**config.mk**
```make
export PLATFORM = sky130hd
export DESIGN_NAME = fsp_device_flat
export DESIGN_NICKNAME = d
export VERILOG_FILES = /design/src/core/fsp_pkg.sv /design/src/core/fsp_link_if.sv /design/src/core/fsp_device.sv /design/src/flat_wrapper.sv
export SDC_FILE = /design/constraint.sdc
export NUM_CORES = 1
export LEC_CHECK = 0
export ABC_CLOCK_PERIOD_IN_PS = 6700
export BUFFER_PORTS_ARGS = -buffer_cell sky130_fd_sc_hd__buf_2
export CAP_MARGIN = 40
export CORE_ASPECT_RATIO = 0.8
export CORE_MARGIN = 8
export CORE_UTILIZATION = 65
export DETAILED_ROUTE_END_ITERATION = 6
export GPL_TIMING_DRIVEN = 0
export PLACE_DENSITY = 0.85
export SYNTH_ARGS = -nofsm -noshare
export SYNTH_HDL_FRONTEND = slang
export SYNTH_SLANG_ARGS = --single-unit
```
**constraint.sdc**
```tcl
create_clock -name ref_clk -period 6.7 [get_ports ref_clk]
set_input_delay 1.34 -clock ref_clk [delete_from_list [all_inputs] [get_ports ref_clk]]
set_output_delay 1.34 -clock ref_clk [all_outputs]
set_load 0.05 [all_outputs]
```
**src/core/fsp_pkg.sv**
```systemverilog
package fsp_pkg;

    // Clock and serial timing
    localparam int         CLK_HZ         = 10_000_000;
    localparam logic [3:0] SCK_HALF_CYC   = 4'h8;

    // Internal write durations, microseconds, and their cycle counts
    localparam int          PROG_TIME_US  = 20;
    localparam int          ERASE_TIME_US = 100;
    localparam int          CHIP_TIME_US  = 300;
    localparam logic [11:0] PROG_CYC      = 12'(PROG_TIME_US * (CLK_HZ / 1_000_000));
    localparam logic [11:0] ERASE_CYC     = 12'(ERASE_TIME_US * (CLK_HZ / 1_000_000));
    localparam logic [11:0] CHIP_CYC      = 12'(CHIP_TIME_US * (CLK_HZ / 1_000_000));

    // Opcodes
    localparam logic [7:0] OPC_STATUS_READ  = 8'h05;
    localparam logic [7:0] OPC_STATUS_WR_EN = 8'h50;
    localparam logic [7:0] OPC_STATUS_WRITE = 8'h01;
    localparam logic [7:0] OPC_WRITE_EN     = 8'h06;
    localparam logic [7:0] OPC_WRITE_DIS    = 8'h04;
    localparam logic [7:0] OPC_BYTE_PROG    = 8'h02;
    localparam logic [7:0] OPC_AUTO_PROG    = 8'hAF;
    localparam logic [7:0] OPC_SECT_ERASE   = 8'h20;
    localparam logic [7:0] OPC_BLK_ERASE_A  = 8'h52;
    localparam logic [7:0] OPC_BLK_ERASE_B  = 8'hD8;
    localparam logic [7:0] OPC_CHIP_ERASE_A = 8'h60;
    localparam logic [7:0] OPC_CHIP_ERASE_B = 8'hC7;

    // Status register layout and power-up value
    localparam int         ST_BUSY      = 0;
    localparam int         ST_WEL       = 1;
    localparam int         ST_BP_LO     = 2;
    localparam int         ST_BP_HI     = 3;
    localparam int         ST_AAI       = 6;
    localparam int         ST_LOCK      = 7;
    localparam logic [1:0] BP_RESET     = 2'h3;

    // Protected areas
    localparam logic [15:0] PROT_QTR_BASE = 16'hC000;
    localparam logic [15:0] PROT_HALF_BASE = 16'h8000;
    localparam logic [15:0] ADDR_TOP      = 16'hFFFF;

    // Controller APB registers
    localparam logic [7:0] REG_CTRL   = 8'h00;
    localparam logic [7:0] REG_TXDATA = 8'h04;
    localparam logic [7:0] REG_RXDATA = 8'h08;
    localparam logic [7:0] REG_STATUS = 8'h0C;
    localparam int         CTRL_GO    = 0;
    localparam int         CTRL_OP    = 8;
    localparam int         CTRL_NARG  = 16;
    localparam int         CTRL_HOLD  = 20;
    localparam int         CTRL_WP    = 21;
    localparam int         CTRL_MODE3 = 22;

    typedef enum logic [2:0] {
        OP_NONE, OP_BYTE_PROG, OP_AUTO_PROG, OP_SECT_ERASE, OP_BLK_ERASE, OP_CHIP_ERASE
    } fsp_op_t;

endpackage

```
**src/core/fsp_link_if.sv**
```systemverilog
`timescale 1ns/1ps
interface fsp_link_if;
    logic sck;
    logic cs_n;
    logic si;
    logic so;
    logic so_oe_n;
    logic hold_n;
    logic wp_n;
    logic so_line;

    // Undriven data line reads low
    assign so_line = ~so_oe_n & so;

    modport dev (input sck, cs_n, si, hold_n, wp_n, output so, so_oe_n);
    modport host (output sck, cs_n, si, hold_n, wp_n, input so_line);
endinterface

```
**src/core/fsp_device.sv**
```systemverilog
// Function
// - Clock idle low or high both work
// - Sample input on rise, drive output on fall
// - Pause entered or left while clock low
// - Pause change waits for clock low
// - Master keeps select low to pause
// - Paused: output floats, clock and input ignored
// - Deselect while paused resets interface logic
// - Master resumes with pause high, select low
// - Status write refused if pin low, lock set
// - Status byte layout, reserved bits read zero
// - Power-up: protect bits one, others zero
// - Busy shows internal write in progress
// - Master only reads status while busy
// - Latch clear blocks program and erase
// - Latch cleared on listed completion events
// - Protect bits select blocked address area
// - Whole erase only with protect bits zero
// - Pin low and lock set freeze protection
// - Auto-increment flag shows programming mode
// - Status read repeats until deselect
// - Status write must follow enable directly
// - Master sends write enable before writes
// - Eight-bit cycles, most significant bit first
`timescale 1ns/1ps
module fsp_device (
    // Clock and reset
    input  wire logic            ref_clk,
    input  wire logic            reset_n,
    // Serial link
    fsp_link_if.dev              link,
    // Memory array side
    output fsp_pkg::fsp_op_t     mem_op,
    output logic                 mem_op_start,
    output logic [15:0]          mem_addr,
    output logic [7:0]           mem_data,
    output logic [7:0]           status_view
);
    import fsp_pkg::*;

    logic [4:0]  pin_raw;
    logic [4:0]  sync1;
    logic [4:0]  sync2;
    logic        sck_s;
    logic        cs_s;
    logic        si_s;
    logic        hold_s;
    logic        wp_s;
    logic        sck_d;
    logic        cs_d;
    logic        paused;
    logic        act_rise;
    logic        act_fall;
    logic        exec;
    logic [2:0]  bit_cnt;
    logic [6:0]  rx_sh;
    logic [7:0]  rx_byte;
    logic [2:0]  nbytes;
    logic [7:0]  opcode;
    logic [31:0] args;
    logic        busy;
    logic [11:0] timer;
    logic        done;
    logic        write_enable_latch;
    logic [1:0]  bp;
    logic        lockdown;
    logic        auto_increment_mode;
    logic [15:0] aai_addr;
    logic        sw_armed;
    logic [7:0]  status;
    logic        so_q;
    logic        so_oe_n_q;
    logic        prot;
    logic        do_write_enable_cmd;
    logic        do_write_disable_cmd;
    logic        do_arm;
    logic        do_status_write_cmd;
    fsp_op_t     next_op;
    logic [15:0] next_addr;
    logic [7:0]  next_data;

    // Pin synchronisers
    assign pin_raw = {link.sck, link.cs_n, link.si, link.hold_n, link.wp_n};
    generate
        for (genvar i = 0; i < 5; i++) begin : g_sync
            always_ff @(posedge ref_clk) begin
                sync1[i] <= pin_raw[i];
                sync2[i] <= sync1[i];
            end
        end
    endgenerate
    assign sck_s  = sync2[4];
    assign cs_s   = sync2[3];
    assign si_s   = sync2[2];
    assign hold_s = sync2[1];
    assign wp_s   = sync2[0];

    // Edge history
    always_ff @(posedge ref_clk) begin
        if (!reset_n) begin
            sck_d <= 1'b0;
            cs_d  <= 1'b1;
        end else begin
            sck_d <= sck_s;
            cs_d  <= cs_s;
        end
    end

    // Pause state follows pause pin only while clock low
    always_ff @(posedge ref_clk) begin
        if (!reset_n) begin
            paused <= 1'b0;
        end else if (!sck_s) begin
            if (!hold_s && !cs_s) begin
                paused <= 1'b1;
            end else if (hold_s) begin
                paused <= 1'b0;
            end
        end
    end

    // Edges used only when selected and not paused
    assign act_rise = sck_s & ~sck_d & ~cs_s & ~paused;
    assign act_fall = ~sck_s & sck_d & ~cs_s & ~paused;
    assign exec     = cs_s & ~cs_d & ~paused;
    assign rx_byte  = {rx_sh, si_s};

    // Frame shifter, cleared by deselect
    always_ff @(posedge ref_clk) begin
        if (!reset_n || cs_s) begin
            bit_cnt <= 3'h0;
            rx_sh   <= 7'h00;
            nbytes  <= 3'h0;
            opcode  <= 8'h00;
            args    <= 32'h0000_0000;
        end else if (act_rise) begin
            bit_cnt <= bit_cnt + 3'h1;
            rx_sh   <= rx_byte[6:0];
            if (bit_cnt == 3'h7) begin
                if (nbytes == 3'h0) begin
                    opcode <= rx_byte;
                end else begin
                    args <= {args[23:0], rx_byte};
                end
                if (nbytes != 3'h7) begin
                    nbytes <= nbytes + 3'h1;
                end
            end
        end
    end

    // Status byte, reserved bits zero
    always_comb begin
        status           = 8'h00;
        status[ST_BUSY]  = busy;
        status[ST_WEL]   = write_enable_latch;
        status[ST_BP_LO] = bp[0];
        status[ST_BP_HI] = bp[1];
        status[ST_AAI]   = auto_increment_mode;
        status[ST_LOCK]  = lockdown;
    end

    // Command decode at deselect on a byte boundary
    always_comb begin
        next_op   = OP_NONE;
        next_addr = args[23:8];
        next_data = args[7:0];
        do_write_enable_cmd   = 1'b0;
        do_write_disable_cmd   = 1'b0;
        do_arm    = 1'b0;
        do_status_write_cmd   = 1'b0;
        prot      = 1'b0;
        if (exec && bit_cnt == 3'h0 && !busy) begin
            case (opcode)
                OPC_WRITE_EN: begin
                    do_write_enable_cmd = (nbytes == 3'h1);
                end
                OPC_WRITE_DIS: begin
                    do_write_disable_cmd = (nbytes == 3'h1);
                end
                OPC_STATUS_WR_EN: begin
                    do_arm = (nbytes == 3'h1);
                end
                OPC_STATUS_WRITE: begin
                    do_status_write_cmd = (nbytes == 3'h2) && sw_armed && (wp_s || !lockdown);
                end
                OPC_BYTE_PROG: begin
                    if (nbytes == 3'h5 && !auto_increment_mode) begin
                        next_op = OP_BYTE_PROG;
                    end
                end
                OPC_AUTO_PROG: begin
                    if (auto_increment_mode && nbytes == 3'h2) begin
                        next_op   = OP_AUTO_PROG;
                        next_addr = aai_addr + 16'h0001;
                    end else if (!auto_increment_mode && nbytes == 3'h5) begin
                        next_op = OP_AUTO_PROG;
                    end
                end
                OPC_SECT_ERASE: begin
                    if (nbytes == 3'h4) begin
                        next_op   = OP_SECT_ERASE;
                        next_addr = args[15:0];
                    end
                end
                OPC_BLK_ERASE_A, OPC_BLK_ERASE_B: begin
                    if (nbytes == 3'h4) begin
                        next_op   = OP_BLK_ERASE;
                        next_addr = args[15:0];
                    end
                end
                OPC_CHIP_ERASE_A, OPC_CHIP_ERASE_B: begin
                    if (nbytes == 3'h1 && bp == 2'h0) begin
                        next_op = OP_CHIP_ERASE;
                    end
                end
                default: begin
                end
            endcase
            case (bp)
                2'h1: prot = (next_addr >= PROT_QTR_BASE);
                2'h2: prot = (next_addr >= PROT_HALF_BASE);
                2'h3: prot = 1'b1;
                default: prot = 1'b0;
            endcase
            if (!write_enable_latch || prot) begin
                next_op = OP_NONE;
            end
        end
    end

    // Busy timer
    assign done = busy && (timer == 12'h001);
    always_ff @(posedge ref_clk) begin
        if (!reset_n) begin
            busy  <= 1'b0;
            timer <= 12'h000;
        end else if (next_op != OP_NONE) begin
            busy <= 1'b1;
            case (next_op)
                OP_BYTE_PROG, OP_AUTO_PROG: timer <= PROG_CYC;
                OP_CHIP_ERASE: timer <= CHIP_CYC;
                default: timer <= ERASE_CYC;
            endcase
        end else if (busy) begin
            timer <= timer - 12'h001;
            if (done) begin
                busy <= 1'b0;
            end
        end
    end

    // Write enable latch
    always_ff @(posedge ref_clk) begin
        if (!reset_n) begin
            write_enable_latch <= 1'b0;
        end else if (do_write_enable_cmd) begin
            write_enable_latch <= 1'b1;
        end else if (do_write_disable_cmd || (done && (mem_op != OP_AUTO_PROG || aai_addr == ADDR_TOP))) begin
            write_enable_latch <= 1'b0;
        end
    end

    // Auto-increment mode and address
    always_ff @(posedge ref_clk) begin
        if (!reset_n) begin
            auto_increment_mode      <= 1'b0;
            aai_addr <= 16'h0000;
        end else if (next_op == OP_AUTO_PROG) begin
            auto_increment_mode      <= 1'b1;
            aai_addr <= next_addr;
        end else if (do_write_disable_cmd || (done && mem_op == OP_AUTO_PROG && aai_addr == ADDR_TOP)) begin
            auto_increment_mode <= 1'b0;
        end
    end

    // Protection bits and lock
    always_ff @(posedge ref_clk) begin
        if (!reset_n) begin
            bp       <= BP_RESET;
            lockdown <= 1'b0;
        end else if (do_status_write_cmd) begin
            bp       <= {args[ST_BP_HI], args[ST_BP_LO]};
            lockdown <= args[ST_LOCK];
        end
    end

    // Status write enable holds for one frame only
    always_ff @(posedge ref_clk) begin
        if (!reset_n) begin
            sw_armed <= 1'b0;
        end else if (exec) begin
            sw_armed <= do_arm;
        end
    end

    // Serial output, status repeats each byte
    always_ff @(posedge ref_clk) begin
        if (!reset_n) begin
            so_q      <= 1'b0;
            so_oe_n_q <= 1'b1;
        end else begin
            so_oe_n_q <= ~(~cs_s & ~paused & (nbytes != 3'h0) & (opcode == OPC_STATUS_READ));
            if (act_fall) begin
                so_q <= status[3'h7 - bit_cnt];
            end
        end
    end
    assign link.so      = so_q;
    assign link.so_oe_n = so_oe_n_q;

    // Array side
    always_ff @(posedge ref_clk) begin
        if (!reset_n) begin
            mem_op_start <= 1'b0;
            mem_op       <= OP_NONE;
            mem_addr     <= 16'h0000;
            mem_data     <= 8'h00;
            status_view  <= 8'h00;
        end else begin
            mem_op_start <= (next_op != OP_NONE);
            status_view  <= status;
            if (next_op != OP_NONE) begin
                mem_op   <= next_op;
                mem_addr <= next_addr;
                mem_data <= next_data;
            end
        end
    end

endmodule

```
**src/flat_wrapper.sv**
```systemverilog
// flat-port wrapper written by rule: the top's interface ports become plain ports
module fsp_device_flat import fsp_pkg::*;
  (ref_clk, reset_n, mem_op, mem_op_start, mem_addr, mem_data, status_view, link_sck, link_cs_n, link_si, link_hold_n, link_wp_n, link_so, link_so_oe_n);
  fsp_link_if link_i ();
  input  wire logic ref_clk;
  input  wire logic reset_n;
  output fsp_pkg::fsp_op_t mem_op;
  output logic mem_op_start;
  output logic [15:0] mem_addr;
  output logic [7:0] mem_data;
  output logic [7:0] status_view;
  input wire logic [$bits(link_i.sck)-1:0] link_sck;
  input wire logic [$bits(link_i.cs_n)-1:0] link_cs_n;
  input wire logic [$bits(link_i.si)-1:0] link_si;
  input wire logic [$bits(link_i.hold_n)-1:0] link_hold_n;
  input wire logic [$bits(link_i.wp_n)-1:0] link_wp_n;
  output wire logic [$bits(link_i.so)-1:0] link_so;
  output wire logic [$bits(link_i.so_oe_n)-1:0] link_so_oe_n;
  assign link_i.sck = link_sck;
  assign link_i.cs_n = link_cs_n;
  assign link_i.si = link_si;
  assign link_i.hold_n = link_hold_n;
  assign link_i.wp_n = link_wp_n;
  assign link_so = link_i.so;
  assign link_so_oe_n = link_i.so_oe_n;
  fsp_device u_core (.ref_clk(ref_clk), .reset_n(reset_n), .link(link_i), .mem_op(mem_op), .mem_op_start(mem_op_start), .mem_addr(mem_addr), .mem_data(mem_data), .status_view(status_view));
endmodule
```
==> flow_summary.json, run 1 <==
{
  "drt_iter0_drc": 606,
  "die_area_um2": 12500,
  "placeableCoreArea_um2": 9000,
  "synth.area.top_cells": "sky130_fd_sc_hd__dfxtp_1 43%, sky130_fd_sc_hd__nand2_1 8.5%, sky130_fd_sc_hd__mux2i_1 5.7%, sky130_fd_sc_hd__o21ai_0 3.8%, sky130_fd_sc_hd__a21oi_1 3.5%",
  "warning_count_from_the_yosys_run": 0,
  "async_reset_ff_share_pct": 0,
  "p_leak_nw": 2.57,
  "syn2layout_area_growth_pct": 17.1,
  "nNetsFinal": 783,
  "hold_depth": 0,
  "critPathArrivalTime_ns": 3.60,
  "hold_buffers": 0,
  "grt_first_pass_wirelength_mm": 26.3,
  "power_density_nw_per_um2": 265,
  "netlist_instances": 705,
  "status": "finished clean",
  "synth_edf_count": 0,
  "cts.sinks": 129,
  "place.gp.congestion": 0.928,
  "wl_mm": 16.3,
  "drt-vias-per-instance": 6.20,
  "antenna_left": 0,
  "post_cts.repair.setup_buffers": 0,
  "cts_max_level": 4,
  "worst-slew-pin-transition_ns": 0.937,
  "grt_setup_unrepaired": "no",
  "power.total_mw": 1.86,
  "antenna_cells": 0,
  "timing.max_slew.rel_slack_pct": 36.6,
  "layout-drive-gt1-share_pct": 12.7,
  "min_cycle_time_layout_ns": 3.32,
  "most-common-layout-cells": "136 x sky130_fd_sc_hd__nand2_1, 129 x sky130_fd_sc_hd__dfxtp_1, 45 x sky130_fd_sc_hd__o21ai_0",
  "io_buffers": 41,
  "synth_top_flop_cell": "sky130_fd_sc_hd__dfxtp_1",
  "area_after_detailed_placement_um2": 6330,
  "ys_seq_area_share_pct": 43.2,
  "fin_worst_hold_slack_ns": 0.325,
  "drt_first_pass_iters": 7,
  "num_io_pins": 45,
  "grt_pass1_vias": 5403,
  "ctsResizeCount": 0,
  "clk-insertion-delay-late_ns": 0.42,
  "clock_tree.buffer_depth": 2,
  "die_y_um": 102,
  "fp-row-count": 31,
  "synth_largest_area_cell": "sky130_fd_sc_hd__dfxtp_1",
  "antenna_found_initial": 0,
  "numCtsBuffers": 17,
  "die_w_um": 123,
  "skew_ns": 0.00539,
  "synth.lib_cells_used.distinct": 71,
  "final_core_util_pct": 77.7,
  "maxCapViolCount": 0,
  "grt_start_max_net_pins": 17,
  "timing.final.max_slew_violations": 0,
  "timing.final.hold_violations": 0,
  "total_routing_resource_utilization_after_global_routing_pct": 26.8,
  "final_area_um2": 7000,
  "start_util_pct": 66.4,
  "ys_ff_latch": 129,
  "yosysTopAreaCellShare_pct": 43.2,
  "hold_class": "register to register",
  "place.detailed.hpwl_mm": 11.7,
  "clk_pin_slew_worst_paths_ns": 0.06,
  "detailroute.via_count": 5542,
  "netlist_area_before_placement_um2": 5970,
  "grt_remaining_overflow": 0,
  "worst_ep_required_time_ns": 6.98,
  "cts_tree": "built",
  "report.final.setup_viol": 0,
  "timing.critical_path.from_type": "register",
  "root_buffer_cell": "sky130_fd_sc_hd__clkbuf_16",
  "worst_r2r_path_depth": 10,
  "critical_path_peak_fanout": 10,
  "totalNegativeSetupSlack_ns": 0,
  "final_min_period_over_clock_period_pct": 49.6,
  "ir_worst_vdd_uv": 336,
  "post_drt_wl_per_cell_um": 18.3,
  "critPathCaptureType": "register",
  "maxClockFrequency_mhz": 301,
  "mostFrequentLayoutCell": "sky130_fd_sc_hd__nand2_1",
  "critical_path_class": "register to register",
  "residual_drc": 0,
  "postSynthAreaPerCell_um2": 8.47
}
-- kinds of logic (layout without fill, tap and decap cells) --
family | count (synthesis) | in the layout | share of synthesized area [%]
AO/OA/AOI/OAI | 147 | 147 | 15.6
adder cells (fa/ha/maj) | 10 | 10 | 2.09
XOR/XNOR | 22 | 22 | 3.23
flip-flops | 129 | 129 | 43.2
multiplexers | 37 | 37 | 6.45
other | 1 | 2 | 0.0628
AND/OR/NAND/NOR | 299 | 299 | 24.7
buffers and inverters | 60 | 133 | 4.65
-- final timing paths --
path / from / to / slack (ns)
max reg2reg: u_core.opcode[0] / u_core.aai_addr[3] / 3.38
max: u_core.opcode[0] / u_core.aai_addr[3] / 3.38
min reg2reg: u_core.sync1[0] / u_core.wp_s / 0.33
min: u_core.sync1[0] / u_core.wp_s / 0.33
-- cell usage after synthesis (3+ instances only) --
library cell,instances
sky130_fd_sc_hd__dfxtp_1,129
sky130_fd_sc_hd__nand4_1,11
sky130_fd_sc_hd__buf_6,4
sky130_fd_sc_hd__and3_1,4
sky130_fd_sc_hd__nand2_1,136
sky130_fd_sc_hd__ha_1,10
sky130_fd_sc_hd__o211ai_1,3
sky130_fd_sc_hd__xnor2_1,12
sky130_fd_sc_hd__nor3_1,5
sky130_fd_sc_hd__buf_2,3
sky130_fd_sc_hd__a211oi_1,3
sky130_fd_sc_hd__nand3_1,31
sky130_fd_sc_hd__o21ai_0,45
sky130_fd_sc_hd__or3b_2,3
sky130_fd_sc_hd__and4_1,3
sky130_fd_sc_hd__inv_1,20
sky130_fd_sc_hd__nor4b_1,7
sky130_fd_sc_hd__and2_1,10
sky130_fd_sc_hd__a21oi_1,42
sky130_fd_sc_hd__nor2_1,38
sky130_fd_sc_hd__a22oi_1,11
sky130_fd_sc_hd__a21boi_0,6
sky130_fd_sc_hd__o21a_1,5
sky130_fd_sc_hd__nor2b_1,16
sky130_fd_sc_hd__clkbuf_1,27
sky130_fd_sc_hd__nand2b_1,4
sky130_fd_sc_hd__buf_1,3
sky130_fd_sc_hd__nor4_1,5
sky130_fd_sc_hd__xor2_1,10
sky130_fd_sc_hd__nand3b_1,6
sky130_fd_sc_hd__mux2i_1,34
sky130_fd_sc_hd__a22o_1,8
sky130_fd_sc_hd__o22ai_1,3
sky130_fd_sc_hd__or4_1,3
-- state kept, by name, summed over array words and instances (netlist names), 2 cells and up --
| register | flops |
|---|---|
| u_core.args | 24 |
| u_core.nbytes | 3 |
| u_core.timer | 12 |
| u_core.mem_op | 3 |
| u_core.sync1 | 5 |
| u_core.status_view | 6 |
| u_core.bp | 2 |
| u_core.mem_data | 8 |
| u_core.opcode | 8 |
| u_core.bit_cnt | 3 |
| u_core.mem_addr | 16 |
| u_core.aai_addr | 16 |
| u_core.rx_sh | 7 |
-- power by group --
group	internal, mW	total (mW)	switching [mW]
combinational	0.00942	0.0376	0.0282
clock	0.698	1.04	0.344
sequential	0.773	0.776	0.00336
-- area by class of cell --
type                    count  area, um^2
inverters                  20        75.1
well taps                 115         144
multi-input cells         517        3120
clock buffers              19         433
fillers                   641        2000
plain buffers              40         203
clock inverters            13         235
flip-flops and latches    129        2580
repair buffers             41         205
-- metrics by stage --
stage	setup slack, ns	std cells
final	3.38	894
after global routing	3.26	894
after CTS	3.44	894
after detailed placement	3.46	862
after global placement	3.59	862
after floorplan	3.80	706
-- layer usage --
metal / share of wire [%] / GRT usage (%)
met1: 43 / 33.1
met4: 1.9 / 11.0
met5: 0 / 0
met2: 47 / 43.7
met3: 8.6 / 6.91
-- worst max-delay path, cell delays in order (launching register included) --
cell and delay [ns]:
sky130_fd_sc_hd__dfxtp_1 0.41, sky130_fd_sc_hd__or4_4 0.57, sky130_fd_sc_hd__or4b_1 0.48, sky130_fd_sc_hd__buf_2 0.19, sky130_fd_sc_hd__and4_4 0.20, sky130_fd_sc_hd__a211oi_4 0.27
sky130_fd_sc_hd__o21a_1 0.21, sky130_fd_sc_hd__nand4_1 0.25, sky130_fd_sc_hd__clkbuf_1 0.33, sky130_fd_sc_hd__nand3_1 0.17, sky130_fd_sc_hd__o21ai_0 0.10
(Power assumes the default switching activity.)
==> run 2: changes to the inputs <==
--- a/config.mk
+++ b/config.mk
@@ -5,15 +5,16 @@
 export SDC_FILE = /design/constraint.sdc
 export NUM_CORES = 1
 export LEC_CHECK = 0
-export ABC_CLOCK_PERIOD_IN_PS = 6700
+export ABC_AREA = 1
+export ABC_CLOCK_PERIOD_IN_PS = 3450
 export BUFFER_PORTS_ARGS = -buffer_cell sky130_fd_sc_hd__buf_2
 export CAP_MARGIN = 40
 export CORE_ASPECT_RATIO = 0.8
 export CORE_MARGIN = 8
-export CORE_UTILIZATION = 65
+export CORE_UTILIZATION = 60
 export DETAILED_ROUTE_END_ITERATION = 6
 export GPL_TIMING_DRIVEN = 0
-export PLACE_DENSITY = 0.85
+export PLACE_DENSITY = 0.79
 export SYNTH_ARGS = -nofsm -noshare
 export SYNTH_HDL_FRONTEND = slang
 export SYNTH_SLANG_ARGS = --single-unit
==> constraint.sdc (replaced) <==
create_clock -name ref_clk -period 3.45 [get_ports ref_clk]
set_input_delay 0.69 -clock ref_clk [delete_from_list [all_inputs] [get_ports ref_clk]]
set_output_delay 0.69 -clock ref_clk [all_outputs]
set_load 0.05 [all_outputs]
==> run 2 against run 1 <==
Routed wire length up 10%. Total power up 87%. Sequential power up 95%. Critical path depth up 3. Clock skew up 0.0060 ns. Register-to-register slack worse by 2.6 ns. Critical path type unchanged. Critical endpoint is now u_core.mem_addr[6].
==> flow_summary.json, run 2 <==
{
  "worst-slew-pin-transition_ns": 0.921,
  "async_reset_ff_share_pct": 0,
  "residual_drc": 0,
  "post_cts.repair.setup_buffers": 0,
  "drt-vias-per-instance": 5.67,
  "worst_ep_required_time_ns": 3.76,
  "start_util_pct": 60.8,
  "netlist_area_before_placement_um2": 6150,
  "warning_count_from_the_yosys_run": 0,
  "detailroute.via_count": 6177,
  "num_io_pins": 45,
  "cts_tree": "built",
  "area_after_detailed_placement_um2": 6540,
  "filler_cell_count": 822,
  "layout-drive-gt1-share_pct": 12.1,
  "critPathArrivalTime_ns": 2.99,
  "place.detailed.hpwl_mm": 13.4,
  "largest_registers": "u_core.args (24), u_core.aai_addr (16), u_core.mem_addr (16)",
  "crit_path_cell_trace": "inv_1 > ha_1 > nand3_1 > inv_2 > nand2_1 > clkbuf_1 > a21oi_1 > o21ai_0 > o21ai_0 > a21oi_1 > o22ai_1 > o21ai_0 > nor2_1",
  "skew_ns": 0.0114,
  "post_drt_wl_per_cell_um": 16.5,
  "power_density_nw_per_um2": 484,
  "mostFrequentLayoutCell": "sky130_fd_sc_hd__nand2_1",
  "post-route-worst-setup-slack_ns": 0.763,
  "status": "finished clean",
  "placement_stage_worst_setup_slack_ns": 0.884,
  "wl_mm": 18.0,
  "clock_tree.buffer_depth": 2,
  "timing.critical_path.from_type": "register",
  "registers.top_by_ff_count": "u_core.args",
  "root_buffer_cell": "sky130_fd_sc_hd__clkbuf_16",
  "critical_path_class": "register to register",
  "place.gp.congestion": 0.943,
  "drt_iter0_drc": 650,
  "cts_max_level": 4,
  "critical_path_peak_fanout": 10,
  "clk_pin_slew_worst_paths_ns": 0.06,
  "cts.sinks": 129,
  "ir_worst_vdd_uv": 404,
  "total_routing_resource_utilization_after_global_routing_pct": 26.3,
  "antenna_cells": 0,
  "synth.lib_cells_used.distinct": 46,
  "final_min_period_over_clock_period_pct": 77.9,
  "die_area_um2": 13800,
  "final_area_um2": 7160,
  "final_core_util_pct": 70.7,
  "synth_edf_count": 0,
  "critical_path.slowest_cell": "sky130_fd_sc_hd__dfxtp_1",
  "fp-row-count": 33,
  "timing.final.hold_violations": 0,
  "die_y_um": 107,
  "ys_ff_latch": 129,
  "synth_top_flop_cell": "sky130_fd_sc_hd__dfxtp_1",
  "synth.area.top_cells": "sky130_fd_sc_hd__dfxtp_1 42%, sky130_fd_sc_hd__nand2_1 9.0%, sky130_fd_sc_hd__nor2_1 8.7%, sky130_fd_sc_hd__o21ai_0 8.1%, sky130_fd_sc_hd__a21oi_1 7.2%",
  "totalNegativeSetupSlack_ns": 0,
  "ys_seq_area_share_pct": 42.0,
  "ys_top_cells_by_count": "147 x sky130_fd_sc_hd__nand2_1, 142 x sky130_fd_sc_hd__nor2_1, 129 x sky130_fd_sc_hd__dfxtp_1, 99 x sky130_fd_sc_hd__o21ai_0, 89 x sky130_fd_sc_hd__a21oi_1",
  "netlist_instances": 875,
  "antenna_left": 0,
  "maxCapViolCount": 0,
  "critical-path-top-cell-by-count": "sky130_fd_sc_hd__o21ai_0",
  "timing.final.max_slew_violations": 0,
  "multi_input_combinational_cell_area_um2": 3010,
  "min_cycle_time_layout_ns": 2.69,
  "largest_register_ffs": 24,
  "maxClockFrequency_mhz": 372,
  "grt_start_max_net_pins": 17,
  "clk-insertion-delay-late_ns": 0.42,
  "critical_path.n_buffers_inverters": 3,
  "grt_first_pass_wirelength_mm": 28.5,
  "most-common-layout-cells": "147 x sky130_fd_sc_hd__nand2_1, 142 x sky130_fd_sc_hd__nor2_1, 129 x sky130_fd_sc_hd__dfxtp_1",
  "timing.max_slew.rel_slack_pct": 38.0,
  "numCtsBuffers": 17,
  "nNetsFinal": 954,
  "critPathCaptureType": "register",
  "sequential_cell_area_um2": 2580,
  "ctsResizeCount": 0,
  "synth.most_common_cell": "sky130_fd_sc_hd__nand2_1",
  "antenna_found_initial": 0,
  "syn2layout_area_growth_pct": 16.4,
  "placeableCoreArea_um2": 10100,
  "io_buffers": 42,
  "drt_first_pass_iters": 7,
  "grt_pass1_vias": 5629,
  "worst_path_largest_cell_delay_ns": 0.42,
  "p_leak_nw": 2.97,
  "crit_family": "compound AO/OA/AOI/OAI gates",
  "hold_buffers": 0,
  "yosysTopAreaCellShare_pct": 42.0,
  "hold_class": "register to register",
  "postSynthAreaPerCell_um2": 7.03,
  "grt_remaining_overflow": 0,
  "report.final.setup_viol": 0,
  "synth_largest_area_cell": "sky130_fd_sc_hd__dfxtp_1",
  "die_w_um": 129,
  "grt_setup_unrepaired": "no"
}
-- run 2: cell count changes after synthesis, moves of 9 or more --
cell / delta
sky130_fd_sc_hd__nor2_1: +104
sky130_fd_sc_hd__inv_1: +66
sky130_fd_sc_hd__a22oi_1: -11
sky130_fd_sc_hd__nand3_1: +10
sky130_fd_sc_hd__inv_2: +9
sky130_fd_sc_hd__o21ai_0: +54
sky130_fd_sc_hd__nand2_1: +11
sky130_fd_sc_hd__mux2i_1: -34
sky130_fd_sc_hd__nor2b_1: -16
sky130_fd_sc_hd__xnor2_1: -9
sky130_fd_sc_hd__a21oi_1: +47
sky130_fd_sc_hd__and2_1: -10
-- run 2: routing by layer --
metal  routed length [um]  track usage [%]
met5                    0                0
met4                  304             8.54
met3                 1820             4.95
met2                 7900             40.1
met1                 7990             36.5
-- run 2: area by class of cell --
| cell class | instances | area share [%] |
|---|---|---|
| multi-input cells | 614 | 42.0 |
| well taps | 140 | 2.45 |
| clock buffers | 18 | 6.14 |
| plain buffers | 35 | 2.73 |
| repair buffers | 42 | 2.94 |
| inverters | 98 | 5.17 |
| flip-flops and latches | 129 | 36.1 |
| clock inverters | 14 | 2.48 |
-- run 2: path summary, 6_finish.rpt --
kind	from	endpoint	slack (ns)	cells past startpoint
max reg2reg	u_core.nbytes[0]	u_core.mem_addr[6]	0.76	13
min reg2reg	u_core.sync1[0]	u_core.wp_s	0.32	0
max	u_core.nbytes[0]	u_core.mem_addr[6]	0.76	13
min	u_core.sync1[0]	u_core.wp_s	0.32	0
-- run 2: power by group --
part	total (mW)	switching [mW]	internal, mW
Sequential	1.51	0.00657	1.50
Clock	1.87	0.701	1.17
Combinational	0.0866	0.0656	0.0211
Total	3.46	0.773	2.69
-- run 2: cells by family after synthesis --
kind of cell	after synthesis	share of synthesized area, %
buffers and inverters	133	9.19
XOR/XNOR	11	1.57
other	1	0.0610
adder cells (fa/ha/maj)	10	2.03
AND/OR/NAND/NOR	372	25.9
flip-flops	129	42.0
AO/OA/AOI/OAI	219	19.3
-- run 2: through the flow --
step / cells / total power, mW / hold WS [ns]
2_1_floorplan: 876 / 1.60 / 0.310
3_3_place_gp: 1058 / 1.62 / 0.311
3_5_place_dp: 1058 / 1.63 / 0.315
4_1_cts: 1090 / 3.46 / 0.328
5_1_grt: 1090 / 3.53 / 0.332
6_report: 1090 / 3.46 / 0.325
==> run 3: changes to the inputs <==
--- a/config.mk
+++ b/config.mk
@@ -6,7 +6,7 @@
 export NUM_CORES = 1
 export LEC_CHECK = 0
 export ABC_AREA = 1
-export ABC_CLOCK_PERIOD_IN_PS = 3450
+export ABC_CLOCK_PERIOD_IN_PS = 2700
 export BUFFER_PORTS_ARGS = -buffer_cell sky130_fd_sc_hd__buf_2
 export CAP_MARGIN = 40
 export CORE_ASPECT_RATIO = 0.8
==> constraint.sdc (replaced) <==
create_clock -name ref_clk -period 2.7 [get_ports ref_clk]
set_input_delay 0.54 -clock ref_clk [delete_from_list [all_inputs] [get_ports ref_clk]]
set_output_delay 0.54 -clock ref_clk [all_outputs]
set_load 0.05 [all_outputs]
==> run 3 against run 2 <==
First-iteration DRC count up 14%. Register-to-register slack lost 0.64 ns. Via count grew 0.50%. Combinational power rose by 27%. Core utilization grew 0.53 points. Clock skew about the same. Cell count rose by 0.46%. Total power grew 28%. Critical path type unchanged. Critical endpoint is now u_core.mem_addr[3]. Largest cell class unchanged. Largest power group unchanged.
==> flow_summary.json, run 3 (synthesis gave the netlist of run 2 again) <==
{
  "registers.top_by_ff_count": "u_core.args",
  "maxClockFrequency_mhz": 388,
  "detailroute.via_count": 6208,
  "critical_path_class": "register to register",
  "timing.critical_path.from_type": "register",
  "worst_ep_required_time_ns": 3.00,
  "grt_setup_unrepaired": "no",
  "cts_max_level": 4,
  "post_drt_wl_per_cell_um": 16.6,
  "status": "finished clean",
  "fp-row-count": 33,
  "report.final.setup_viol": 0,
  "critical_path_peak_fanout": 5,
  "cts.sinks": 129,
  "power_density_nw_per_um2": 614,
  "critPathCaptureType": "register",
  "antenna_found_initial": 0,
  "drt-vias-per-instance": 5.67,
  "worst-slew-pin-transition_ns": 0.889,
  "hold_buffers": 0,
  "residual_drc": 0,
  "maxCapViolCount": 0,
  "drt_first_pass_iters": 6,
  "antenna_left": 0,
  "die_w_um": 129,
  "cts_tree": "built",
  "num_io_pins": 45,
  "filler_cell_count": 816,
  "multi_input_combinational_cell_area_um2": 3030,
  "timing.final.max_slew_violations": 0,
  "place.gp.congestion": 0.943,
  "final_min_period_over_clock_period_pct": 95.3,
  "clock_tree.buffer_depth": 2,
  "hold_class": "primary input to register",
  "numCtsBuffers": 17,
  "clk-insertion-delay-late_ns": 0.42,
  "timing.max_slew.rel_slack_pct": 40.2,
  "final_area_um2": 7210,
  "root_buffer_cell": "sky130_fd_sc_hd__clkbuf_16",
  "die_area_um2": 13800,
  "syn2layout_area_growth_pct": 17.2,
  "mostFrequentLayoutCell": "sky130_fd_sc_hd__nand2_1",
  "placeableCoreArea_um2": 10100,
  "totalNegativeSetupSlack_ns": 0,
  "total_routing_resource_utilization_after_global_routing_pct": 26.3,
  "most-common-layout-cells": "147 x sky130_fd_sc_hd__nand2_1, 142 x sky130_fd_sc_hd__nor2_1, 127 x sky130_fd_sc_hd__dfxtp_1",
  "area_after_detailed_placement_um2": 6540,
  "die_y_um": 107,
  "layout-drive-gt1-share_pct": 13.0,
  "largest_registers": "u_core.args (24), u_core.aai_addr (16), u_core.mem_addr (16)",
  "grt_remaining_overflow": 0,
  "antenna_cells": 0,
  "drt_iter0_drc": 744,
  "start_util_pct": 60.8,
  "timing.final.hold_violations": 0,
  "place.detailed.hpwl_mm": 13.4,
  "largest_register_ffs": 24,
  "ir_worst_vdd_uv": 517,
  "wl_mm": 18.1,
  "nNetsFinal": 959,
  "grt_pass1_vias": 5629,
  "clk_pin_slew_worst_paths_ns": 0.06,
  "grt_first_pass_wirelength_mm": 28.5,
  "sequential_cell_area_um2": 2580,
  "min_cycle_time_layout_ns": 2.57,
  "grt_start_max_net_pins": 17,
  "p_leak_nw": 2.99,
  "io_buffers": 42,
  "critPathArrivalTime_ns": 2.88,
  "skew_ns": 0.0117
}
run 3: final cells by class:
cell class	count	area share, %
timing repair buffer	46	3.33
buffer	35	2.72
sequential	129	35.8
clock buffer	18	6.09
clock inverter	14	2.46
multi-input combinational	615	42.0
tap	140	2.43
inverter	98	5.14
run 3: report_power, final:
group / internal (mW) / switching, mW
clock: 1.49 / 0.896
combinational: 0.0270 / 0.0832
sequential: 1.92 / 0.00846
run 3: worst paths after layout:
kind              startpoint            endpoint  slack (ns)  depth (start not counted)
min reg2reg  u_core.sync1[0]         u_core.wp_s        0.33                          0
max              u_core.cs_s  u_core.mem_addr[3]        0.13                          9
min                  link_si     u_core.sync1[2]        0.22                          1
max reg2reg      u_core.cs_s  u_core.mem_addr[3]        0.13                          9
run 3: what timing repair did:
item / in CTS / in global routing
resized for setup: 0 / 7
endpoints found under the setup margin: 0 / 41
setup buffers: 0 / 4
run 3: worst max-delay path, stage by stage (launching register included):
cell and delay, ns:
sky130_fd_sc_hd__dfxtp_1 0.36, sky130_fd_sc_hd__inv_1 0.08, sky130_fd_sc_hd__nor3_1 0.26, sky130_fd_sc_hd__nand4_1 0.32, sky130_fd_sc_hd__nor2_1 0.32, sky130_fd_sc_hd__inv_1 0.18, sky130_fd_sc_hd__nor3_4 0.28, sky130_fd_sc_hd__o21ai_0 0.26
sky130_fd_sc_hd__o21ai_0 0.33, sky130_fd_sc_hd__nor2_1 0.06
run 3: routing by layer:
| layer | routed length, um | global-route usage (%) | up-vias |
|---|---|---|---|
| met3 | 1770 | 4.95 | 30 |
| li1 | - | - | 3009 |
| met5 | 0 | 0 | - |
| met4 | 212 | 8.54 | 0 |
| met1 | 8130 | 36.5 | 2853 |
| met2 | 8030 | 40.1 | 316 |
run 3: stage by stage:
stage	power, mW	worst slack, ns	instances	hold slack (ns)	utilization (%)
floorplan	2.04	0.602	876	0.310	-
global placement	2.07	0.232	1058	0.311	64.7
detailed placement	2.08	0.134	1058	0.315	64.7
CTS	4.42	0.0854	1090	0.220	70.7
global route	4.52	0.0254	1095	0.218	71.3
finish	4.42	0.126	1095	0.220	71.3
